**src/acrg_params.svh**
```systemverilog
// offsets, field positions, reset values and codes of the check/result/pin register group
`ifndef ACRG_PARAMS_SVH
`define ACRG_PARAMS_SVH

`define ACRG_ADDR_W 6
`define ACRG_OFF_CHECKSUM 6'h03
`define ACRG_OFF_RESULT 6'h04
`define ACRG_OFF_PINCFG 6'h06

`define ACRG_RESULT_W 24
`define ACRG_SHORT_W 16
`define ACRG_RDATA_W 32
`define ACRG_CFG_W 16
`define ACRG_STATUS_W 8

`define ACRG_CFG_RESET 16'h0800
`define ACRG_CFG_WRITE_MASK 16'h1f3f
`define ACRG_CFG_MUX_BIT 12
`define ACRG_CFG_SYNC_BIT 11
`define ACRG_CFG_ERRMODE_HI 10
`define ACRG_CFG_ERRMODE_LO 9
`define ACRG_CFG_PINLVL_BIT 8
`define ACRG_CFG_IPEN_LO 4
`define ACRG_CFG_OPEN_LO 2
`define ACRG_CFG_GPDATA_LO 0

`define ACRG_ERRMODE_OFF 2'h0
`define ACRG_ERRMODE_IN 2'h1
`define ACRG_ERRMODE_OD 2'h2
`define ACRG_ERRMODE_GPO 2'h3

`define ACRG_STAT_RDY_BIT 7
`define ACRG_STAT_ADCERR_BIT 6
`define ACRG_STAT_CRCERR_BIT 5
`define ACRG_STAT_REGERR_BIT 4

`define ACRG_ROUND_HALF 25'h0000080
`define ACRG_SHORT_MAX 16'hffff
`define ACRG_ZERO_RESULT 24'h000000
`define ACRG_ZERO_RDATA 32'h00000000

`endif

```
**src/acrg_pkg.sv**
```systemverilog
// types shared by the check/result/pin register group
`include "acrg_params.svh"
package acrg_pkg;

    typedef struct packed {
        logic [`ACRG_ADDR_W-1:0] addr;
        logic wr;
        logic [`ACRG_CFG_W-1:0] wdata;
        logic rd_start;
        logic rd_busy;
    } acrg_host_type;

    typedef struct packed {
        logic check_enable;
        logic status_append;
        logic short_word_select;
        logic alternate_sync_mode;
        logic bipolar_select;
        logic multi_channel;
    } acrg_mode_type;

    typedef struct packed {
        logic conv_done;
        logic [`ACRG_RESULT_W-1:0] raw;
        logic [1:0] channel;
        logic channel_switch;
        logic adc_error;
        logic crc_error;
        logic [`ACRG_STATUS_W-1:0] status_low;
        logic [`ACRG_RESULT_W-1:0] checked_xor;
    } acrg_conv_type;

    typedef struct packed {
        logic [`ACRG_CFG_W-1:0] cfg;
        logic [`ACRG_RESULT_W-1:0] result;
        logic rdy_n;
        logic reg_error;
        logic check_armed;
        logic [`ACRG_RESULT_W-1:0] check_ref;
        logic conv_error;
        logic conv_hold;
        logic mod_reset;
        logic [`ACRG_RDATA_W-1:0] rdata;
        logic [1:0] gp_o;
        logic [1:0] gp_oe;
        logic sync_o;
        logic sync_oe;
    } acrg_state_type;

endpackage

```
**src/acrg_regs.sv**
```systemverilog
// checksum, conversion result and pin configuration registers of the converter
`timescale 1ns/100ps
`include "acrg_params.svh"
//
// Behaviour
// - read-only 24-bit checksum at 0x03 is XOR of configuration registers
// - checksum reads zero unless integrity checking is enabled
// - result at 0x04 is offset binary, or straight binary when unipolar
// - reading the result forces ready bit and ready pin high
// - result may be reread unchanged; ready stays high after first read
// - no new result is loaded while the result is being read
// - with status append, result read carries status byte, 32 bits total
// - with short word selected, result is rounded to 16 bits
// - pin config resets to 0x0800; bits 15:13 read zero
// - external mux control drives both general pins with sequencer channel
// - external mux sequencing covers at most four channels at once
// - sync input enabled: low pin holds modulator and filter in reset
// - alternate sync with multiple channels: low pin does not reset
// - alternate sync: low pin at channel switch blocks next conversion
// - error input mode: inverted pin joins converter error, pin in level bit
// - error output mode: open-drain pin carries inverted OR of error bits
// - mode 00 disables; general output drives pin to the level bit
// - any checked register change while checking sets register error
// - level bit drives pin as output, returns pin level as input
module acrg_regs #(
    parameter int unsigned MUX_CHANNELS = 4
) (
    // clock and reset
    input wire logic clk_i,
    input wire logic reset_n_i,
    // host register access
    input wire acrg_pkg::acrg_host_type host_i,
    output logic [`ACRG_RDATA_W-1:0] rdata_o,
    // interface mode bits and converter core
    input wire acrg_pkg::acrg_mode_type mode_i,
    input wire acrg_pkg::acrg_conv_type conv_i,
    // status and control towards the core
    output logic ready_pin_o,
    output logic ready_bit_o,
    output logic register_error_o,
    output logic converter_error_o,
    output logic modulator_reset_o,
    output logic conversion_hold_o,
    output logic [`ACRG_CFG_W-1:0] io_pin_config_o,
    // sync/error pin
    input wire logic sync_error_pin_i,
    output logic sync_error_pin_o,
    output logic sync_error_pin_oe_o,
    // general pins, bit 0 is general_pin_zero, bit 1 general_pin_one
    input wire logic [1:0] general_pin_i,
    output logic [1:0] general_pin_o,
    output logic [1:0] general_pin_oe_o
);

    // two select pins give four mux positions; more cannot be encoded
    if (MUX_CHANNELS != 4) begin : g_bad_mux
        $error("acrg_regs: MUX_CHANNELS must be 4");
    end

    acrg_pkg::acrg_state_type q;
    acrg_pkg::acrg_state_type next_q;

    logic [1:0] err_mode;
    logic alt_active;
    logic reading_result;
    logic [`ACRG_RESULT_W-1:0] checksum;
    logic [`ACRG_RESULT_W-1:0] coded;
    logic [`ACRG_RESULT_W:0] rounded;
    logic [`ACRG_RESULT_W-1:0] formatted;
    logic [`ACRG_STATUS_W-1:0] status_byte;
    logic [`ACRG_CFG_W-1:0] cfg_view;
    logic any_error;

    always_comb begin
        next_q = q;
        err_mode = q.cfg[`ACRG_CFG_ERRMODE_HI:`ACRG_CFG_ERRMODE_LO];
        alt_active = mode_i.alternate_sync_mode && mode_i.multi_channel;
        reading_result = (host_i.rd_start || host_i.rd_busy)
            && (host_i.addr == `ACRG_OFF_RESULT);
        checksum = conv_i.checked_xor ^ {8'h00, q.cfg};

        // result coding and optional rounding
        coded = mode_i.bipolar_select
            ? {~conv_i.raw[`ACRG_RESULT_W-1], conv_i.raw[`ACRG_RESULT_W-2:0]}
            : conv_i.raw;
        rounded = {1'b0, coded} + `ACRG_ROUND_HALF;
        if (!mode_i.short_word_select) begin
            formatted = coded;
        end else if (rounded[`ACRG_RESULT_W]) begin
            formatted = {8'h00, `ACRG_SHORT_MAX};
        end else begin
            formatted = {8'h00, rounded[`ACRG_RESULT_W-1:8]};
        end

        // a read in progress freezes the result; that conversion is dropped
        if (conv_i.conv_done && !reading_result) begin
            next_q.result = formatted;
            next_q.rdy_n = 1'b0;
        end
        if (host_i.rd_start && host_i.addr == `ACRG_OFF_RESULT) begin
            next_q.rdy_n = 1'b1;
        end

        // register writes; reserved bits never stored
        if (host_i.wr && host_i.addr == `ACRG_OFF_PINCFG) begin
            next_q.cfg = host_i.wdata & `ACRG_CFG_WRITE_MASK;
        end

        // integrity check: reference taken when checking turns on
        if (!mode_i.check_enable) begin
            next_q.check_armed = 1'b0;
            next_q.reg_error = 1'b0;
        end else if (!q.check_armed) begin
            next_q.check_armed = 1'b1;
            next_q.check_ref = checksum;
        end else if (checksum != q.check_ref) begin
            next_q.reg_error = 1'b1;
        end

        // converter error: pin error input joins core error
        next_q.conv_error = conv_i.adc_error
            || (err_mode == `ACRG_ERRMODE_IN && !sync_error_pin_i);

        // sync handling
        next_q.mod_reset = q.cfg[`ACRG_CFG_SYNC_BIT] && !alt_active
            && !sync_error_pin_i;
        if (!(q.cfg[`ACRG_CFG_SYNC_BIT] && alt_active) || sync_error_pin_i) begin
            next_q.conv_hold = 1'b0;
        end else if (conv_i.channel_switch) begin
            next_q.conv_hold = 1'b1;
        end

        // status byte and error pin drive
        status_byte = conv_i.status_low;
        status_byte[`ACRG_STAT_RDY_BIT] = q.rdy_n;
        status_byte[`ACRG_STAT_ADCERR_BIT] = q.conv_error;
        status_byte[`ACRG_STAT_CRCERR_BIT] = conv_i.crc_error;
        status_byte[`ACRG_STAT_REGERR_BIT] = q.reg_error;
        any_error = q.conv_error || conv_i.crc_error || q.reg_error;
        case (err_mode)
            `ACRG_ERRMODE_OD: begin
                next_q.sync_o = 1'b0;
                next_q.sync_oe = any_error;
            end
            `ACRG_ERRMODE_GPO: begin
                next_q.sync_o = q.cfg[`ACRG_CFG_PINLVL_BIT];
                next_q.sync_oe = 1'b1;
            end
            default: begin
                next_q.sync_o = 1'b0;
                next_q.sync_oe = 1'b0;
            end
        endcase

        // general pins: mux select code or plain I/O
        for (int i = 0; i < 2; i++) begin
            if (q.cfg[`ACRG_CFG_MUX_BIT]) begin
                next_q.gp_o[i] = conv_i.channel[i];
                next_q.gp_oe[i] = 1'b1;
            end else begin
                next_q.gp_o[i] = q.cfg[`ACRG_CFG_GPDATA_LO + i];
                next_q.gp_oe[i] = q.cfg[`ACRG_CFG_OPEN_LO + i];
            end
        end

        // readback view of the pin config with live input levels
        cfg_view = q.cfg;
        if (err_mode == `ACRG_ERRMODE_IN) begin
            cfg_view[`ACRG_CFG_PINLVL_BIT] = sync_error_pin_i;
        end
        for (int i = 0; i < 2; i++) begin
            if (q.cfg[`ACRG_CFG_IPEN_LO + i]) begin
                cfg_view[`ACRG_CFG_GPDATA_LO + i] = general_pin_i[i];
            end
        end

        // read data captured at read start, held until the next read
        if (host_i.rd_start) begin
            case (host_i.addr)
                `ACRG_OFF_CHECKSUM: begin
                    next_q.rdata = mode_i.check_enable
                        ? {8'h00, checksum} : `ACRG_ZERO_RDATA;
                end
                `ACRG_OFF_RESULT: begin
                    next_q.rdata = mode_i.status_append
                        ? {q.result, status_byte}
                        : {8'h00, q.result};
                end
                `ACRG_OFF_PINCFG: begin
                    next_q.rdata = {16'h0000, cfg_view};
                end
                default: begin
                    next_q.rdata = `ACRG_ZERO_RDATA;
                end
            endcase
        end
    end

    always_ff @(posedge clk_i or negedge reset_n_i) begin
        if (!reset_n_i) begin
            q <= '0;
            q.cfg <= `ACRG_CFG_RESET;
            q.rdy_n <= 1'b1;
        end else begin
            q <= next_q;
        end
    end

    assign rdata_o = q.rdata;
    assign ready_pin_o = q.rdy_n;
    assign ready_bit_o = q.rdy_n;
    assign register_error_o = q.reg_error;
    assign converter_error_o = q.conv_error;
    assign modulator_reset_o = q.mod_reset;
    assign conversion_hold_o = q.conv_hold;
    assign io_pin_config_o = q.cfg;
    assign sync_error_pin_o = q.sync_o;
    assign sync_error_pin_oe_o = q.sync_oe;
    assign general_pin_o = q.gp_o;
    assign general_pin_oe_o = q.gp_oe;
endmodule // acrg_regs

```
**config.mk**
```make
export PLATFORM = sky130hd
export DESIGN_NAME = acrg_regs
export DESIGN_NICKNAME = d
export VERILOG_FILES = /design/src/acrg_pkg.sv /design/src/acrg_regs.sv
export VERILOG_INCLUDE_DIRS = /design/src
export SDC_FILE = /design/constraint.sdc
export NUM_CORES = 1
export LEC_CHECK = 0
export ABC_CLOCK_PERIOD_IN_PS = 3700
export BUFFER_PORTS_ARGS = -buffer_cell sky130_fd_sc_hd__buf_4
export CORE_MARGIN = 10
export CORE_UTILIZATION = 57
export DETAILED_ROUTE_END_ITERATION = 8
export PLACE_DENSITY = 0.86
export SLEW_MARGIN = 10
export SYNTH_ARGS = -nofsm -noshare
export SYNTH_HDL_FRONTEND = slang
export SYNTH_SLANG_ARGS = --single-unit
export TNS_END_PERCENT = 5
```
**constraint.sdc**
```tcl
create_clock -name clk_i -period 3.7 [get_ports clk_i]
set_input_delay 0.74 -clock clk_i [delete_from_list [all_inputs] [get_ports clk_i]]
set_output_delay 0.74 -clock clk_i [all_outputs]
set_load 0.05 [all_outputs]
```
### Word level (Yosys, flattened, before mapping)

Index checks and enable logic that the tools add are counted.

| storage, ports and cells | value |
|---|---|
| bits in registers | 103 |
| input port bits | 98 |
| output and inout port bits | 60 |
| logic and storage cells | 70 |

| cells by class | value |
|---|---|
| add/subtract/negate cells | 1 |
| equal/unequal tests | 9 |
| mux-type cells | 21 |
| bitwise operators | 3 |
| reductions and logical operators | 22 |

Operators by type and width:

| kind | number |
|---|---|
| $pmux 32 s3 | 1 |
| $mux 24 | 3 |
| $mux 32 | 1 |
| $add 24x8->25 const B | 1 |
| $ne 24x24->1 | 1 |
| $xor 24x13->24 | 1 |
| $mux 16 | 1 |
| $mux 1 | 13 |
| $eq 6x3->1 const B | 2 |
| $logic_and 1x1->1 | 9 |
| $eq 6x2->1 const B | 1 |
| $logic_or 1x1->1 | 5 |
| $eq 2x2->1 const B | 2 |
| $logic_not 1->1 | 4 |
| $ne 2x1->1 const B | 2 |
| $pmux 2 s2 | 1 |
| $reduce_and 2->1 | 2 |
| $reduce_bool 2->1 | 2 |
| $eq 2x1->1 const B | 1 |
| $mux 2 | 1 |
| $not 1->1 | 2 |

### Depth between registers and ports, before layout

| logic depth | value |
|---|---|
| depth in word-level cells | 6 |
| depth in mapped cells | 7 |
| gate-level depth less buffers | 7 |

### Worst setup path after synthesis

Ideal clock, no wire load.

| timing path | value |
|---|---|
| kind | input to register |
| start | in conv_i[44] (netlist name) |
| end | reg q[81] (netlist name) |
| setup time | 0.119 ns |
| arrival time | 1.794 ns |
| required time | 3.581 ns |
| path slack | 1.787 ns |
| stages on the path | 7 |
| path through | ha_1 > nand3_1 > nor3_1 > nand3_1 > xnor2_1 > o22ai_1 > o21ai_2 |

| on the way | value |
|---|---|
| longest elaborated chain between the ends | 4 |

Ends and longest elaborated chain:

| item | line | RTL |
|---|---|---|
| start, declared | acrg_regs.sv:36 | `input wire acrg_pkg::acrg_conv_type conv_i,` |
| $mux 24 | acrg_regs.sv:83 | `coded = mode_i.bipolar_select` |
| $add 24x8->25 (no line) | - |  |
| $mux 16 | acrg_regs.sv:89 | `` end else if (rounded[`ACRG_RESULT_W]) begin `` |
| $mux 24 | acrg_regs.sv:87 | `if (!mode_i.short_word_select) begin` |
| end signal, assigned | acrg_regs.sv:205 | `q <= next_q;` |
| end, declared | acrg_regs.sv:60 | `acrg_pkg::acrg_state_type q;` |

Every way passes these cells.
A chain may end at the register's enable or synchronous reset.

### Worst setup path after layout

| timing path | value |
|---|---|
| start | in host_i[22] (netlist name) |
| end | reg q, in the netlist rdata_o[10] |

| on the way | value |
|---|---|
| longest elaborated chain between the ends | 2 |
| elaborated cells between the ends (all ways) | 4 |
| those cells by class | eq/ne (3); mux (1) |

Ends and longest elaborated chain:

| item | line | RTL |
|---|---|---|
| start, declared | acrg_regs.sv:32 | `input wire acrg_pkg::acrg_host_type host_i,` |
| $eq 6x3->1 or $eq 6x2->1 (tied branches) | acrg_regs.sv:179 | `case (host_i.addr)` |
| $pmux 32 s3 (*) | acrg_regs.sv:179 |  |

Mark *: on every way between the ends. The rest lies on a longest branch, timed or not.

==> impl_metrics.env <==
export IMPL_cp_cell_sequence="buf_4 > nor3_4 > nand4_1 > o32ai_1 > a21oi_1 > o2bb2ai_1"
export IMPL_clockBufferDepth=2
export IMPL_critPathMaxFanout=20
export IMPL_cts_sinks=103
export IMPL_vias=4451
export IMPL_post_cts_buffers=0
export IMPL_fp_row_count=36
export IMPL_worstSetupEndpointType="register"
export IMPL_synth_distinct_cells=52
export IMPL_drv_slew=0
export IMPL_hold_viol_final=0
export IMPL_io_buffers=143
export IMPL_final_setup_tns_ns=0
export IMPL_seq_area_frac_synth_pct=45.6
export IMPL_place_gp_congestion=0.918
export IMPL_pre_cts_ws_ns=0.984
export IMPL_grt_ovfl_total=0
export IMPL_antenna_cells=0
export IMPL_insertion_delay_ns=0.37
export IMPL_syn_area_um2=5660
export IMPL_max_clock_freq_mhz=427
export IMPL_skew_ns=0.00798
export IMPL_worst_pin_slew_ns=0.880
export IMPL_cts_resized=0
export IMPL_cts_root_buf="clkbuf_8"
export IMPL_wl_per_cell_um=19.4
export IMPL_leakage_nw=3.11
export IMPL_postCtsHoldBufs=0
export IMPL_htreeDepth=3
export IMPL_critPathMaxStageDelay_ns=0.66
export IMPL_core_um2=9730
export IMPL_die_x_um=120
export IMPL_rr_startpoint="io_pin_config_o[8]"
export IMPL_drt_pass1_iterations=5
export IMPL_antenna_found_initial=0
export IMPL_slowest_stage="nand4_1"
export IMPL_dieHeight_um=120
export IMPL_async_reset_ff_share_pct=100
export IMPL_cts_tree="done"
export IMPL_clk_pin_slew_ns=0.09
export IMPL_grt_pass1_wl_mm=24.4
export IMPL_ios=158
export IMPL_reg2reg_to="register_error_o"
export IMPL_rsz0062_at_grt="false"
export IMPL_drt_iter0_drc=340
export IMPL_critPathBufInv=1
export IMPL_setup_ws_ns=1.36
export IMPL_worstSetupPathDepth=6
export IMPL_critical_path_class="in2reg"
export IMPL_totalWireLength_mm=15.0
export IMPL_layout_nets=737
export IMPL_fin_crit_sh_pct=63.3
export IMPL_maxSlewHeadroom_pct=41.3
export IMPL_layout_drive_gt1_share_pct=32.2
export IMPL_detail_route_antenna_nets=0
export IMPL_crit_start="host_i[22]"
export IMPL_hpwl_mm=11.6
export IMPL_crit_family="simple AND/OR/NAND/NOR gates"
export IMPL_start_kind="primary input"
export IMPL_viasPerCell=5.74
export IMPL_synth_edf_count=0
export IMPL_dieArea_um2=14300
export IMPL_hold_path_class="in2async"
export IMPL_synth_cells=554
export IMPL_yosysWarnings=0
export IMPL_regArea_um2=2580
export IMPL_grt_max_degree=72
export IMPL_fillers=783
export IMPL_layout_min_cycle_time_ns=2.34
export IMPL_cts_inserted_buffers=9
export IMPL_syn_avg_cell_area_um2=10.2
export IMPL_drv_cap=0
export IMPL_setup_violations_final=0
export IMPL_required_ns=3.99
export IMPL_endpoint="rdata_o[10]"
export IMPL_status="finished, final reports clean"
export IMPL_grt_usage_pct=20.8
export IMPL_ys_flop_type="dfrtp_1"
export IMPL_multi_input_area_um2=2500
export IMPL_grt_pass1_vias=4724
export IMPL_reg2reg_depth=6
export IMPL_initial_core_util_pct=58.1
export IMPL_reg2reg_slack_ns=1.86
export IMPL_area_delta_synth_final_pct=16.9
export IMPL_synth_seq_cells=103
export IMPL_p_per_area_nw_per_um2=393
export IMPL_drc=0
export IMPL_irDropWorstVdd_mv=0.173
export IMPL_crit_arrival_ns=2.63
==> area by class of cell <==
class | instances | area share (%)
Timing Repair Buffer | 150 | 17.0
Tap cell | 133 | 2.52
Sequential cell | 103 | 39.0
Clock inverter | 4 | 0.568
Clock buffer | 11 | 2.29
Inverter | 13 | 0.738
Multi-Input combinational cell | 361 | 37.8
==> how the worst min path moves through the flow <==
stage | depth (start not counted) | end
after global routing | 1 | q[65]
after global placement | 1 | rdata_o[6]
final | 1 | general_pin_o[0]
after floorplan | 0 | conversion_hold_o
after detailed placement | 1 | rdata_o[5]
after CTS | 1 | q[65]
==> metal layers <==
metal	routed length, µm	global-route usage (%)
met4	290	6.71
met3	1060	5.20
met1	6060	25.5
met5	0	0
met2	7630	35.1
==> logic make-up after synthesis <==
logic type	after synthesis	share of synthesized area [%]
xor gates and xnor gates	49	7.59
AOI/OAI and AO/OA	135	16.0
DFF	103	45.6
and+or+nand+nor	118	10.1
other	1	0.0663
buffers and inverters	94	10.4
adders and majority gates	1	0.221
muxes	53	9.98
==> cell usage after synthesis, types with 2 or more instances <==
master,n,area [µm²]
buf_1,2,7.51
o21ai_2,5,43.8
nor3_1,3,15.0
mux2i_1,26,260
a22o_1,8,70.1
buf_4,57,428
inv_1,12,45.0
xnor2_1,27,236
xor2_1,22,193
nor2b_1,2,12.5
and3_1,2,12.5
dfstp_2,2,52.6
o21ai_0,27,135
o21ai_1,10,50.1
dfrtp_1,101,2530
nand4_1,9,56.3
clkbuf_1,8,30.0
nand2b_1,2,12.5
o32ai_1,9,78.8
o211ai_1,2,15.0
o22ai_1,17,106
nor2_1,28,105
buf_2,12,60.1
mux2_2,27,304
nor4_1,3,18.8
o2bb2ai_1,24,210
or2_2,2,12.5
nand3_1,9,45.0
a21oi_1,25,125
nand2_1,49,184
==> state kept, by name, summed over array words and instances (netlist names) <==
| signal | flops |
|---|---|
| conversion_hold_o | 1 |
| converter_error_o | 1 |
| general_pin_o | 2 |
| general_pin_oe_o | 2 |
| io_pin_config_o | 11 |
| modulator_reset_o | 1 |
| q | 49 |
| rdata_o | 32 |
| ready_bit_o | 1 |
| register_error_o | 1 |
| sync_error_pin_o | 1 |
| sync_error_pin_oe_o | 1 |
==> cell usage in the layout (no fill, tap or decap), types with 10 or more instances in the layout <==
master	n
buf_4	150
clkbuf_8	11
dfrtp_1	101
nand2_1	49
mux2i_1	26
xor2_1	22
o22ai_1	17
inv_1	12
o21ai_0	27
o2bb2ai_1	24
a21oi_1	25
nor2_1	28
mux2_2	27
xnor2_1	27
o21ai_1	10
==> per-stage QoR <==
stage / hold WS [ns] / std cells / power [mW] / cell area (µm²) / util [%]
final: 0.463 / 775 / 2.60 / 6610 / 68.0
after global routing: 0.488 / 775 / 2.72 / 6610 / 68.0
after CTS: 0.497 / 775 / 2.60 / 6610 / 68.0
after detailed placement: 0.475 / 760 / 1.93 / 6420 / 66.0
after global placement: 0.470 / 760 / 1.91 / 6420 / 66.0
after floorplan: 0.444 / 558 / 1.73 / 5670 / -
==> report_power, final <==
| group | leakage (nW) | internal, mW | switching [mW] |
|---|---|---|---|
| sequential | 1.32 | 1.22 | 0.0954 |
| clock | 0.0983 | 0.289 | 0.397 |
| combinational | 1.68 | 0.252 | 0.344 |
| total | 3.11 | 1.76 | 0.837 |
No activity file was read; power rests on OpenSTA's default activity.
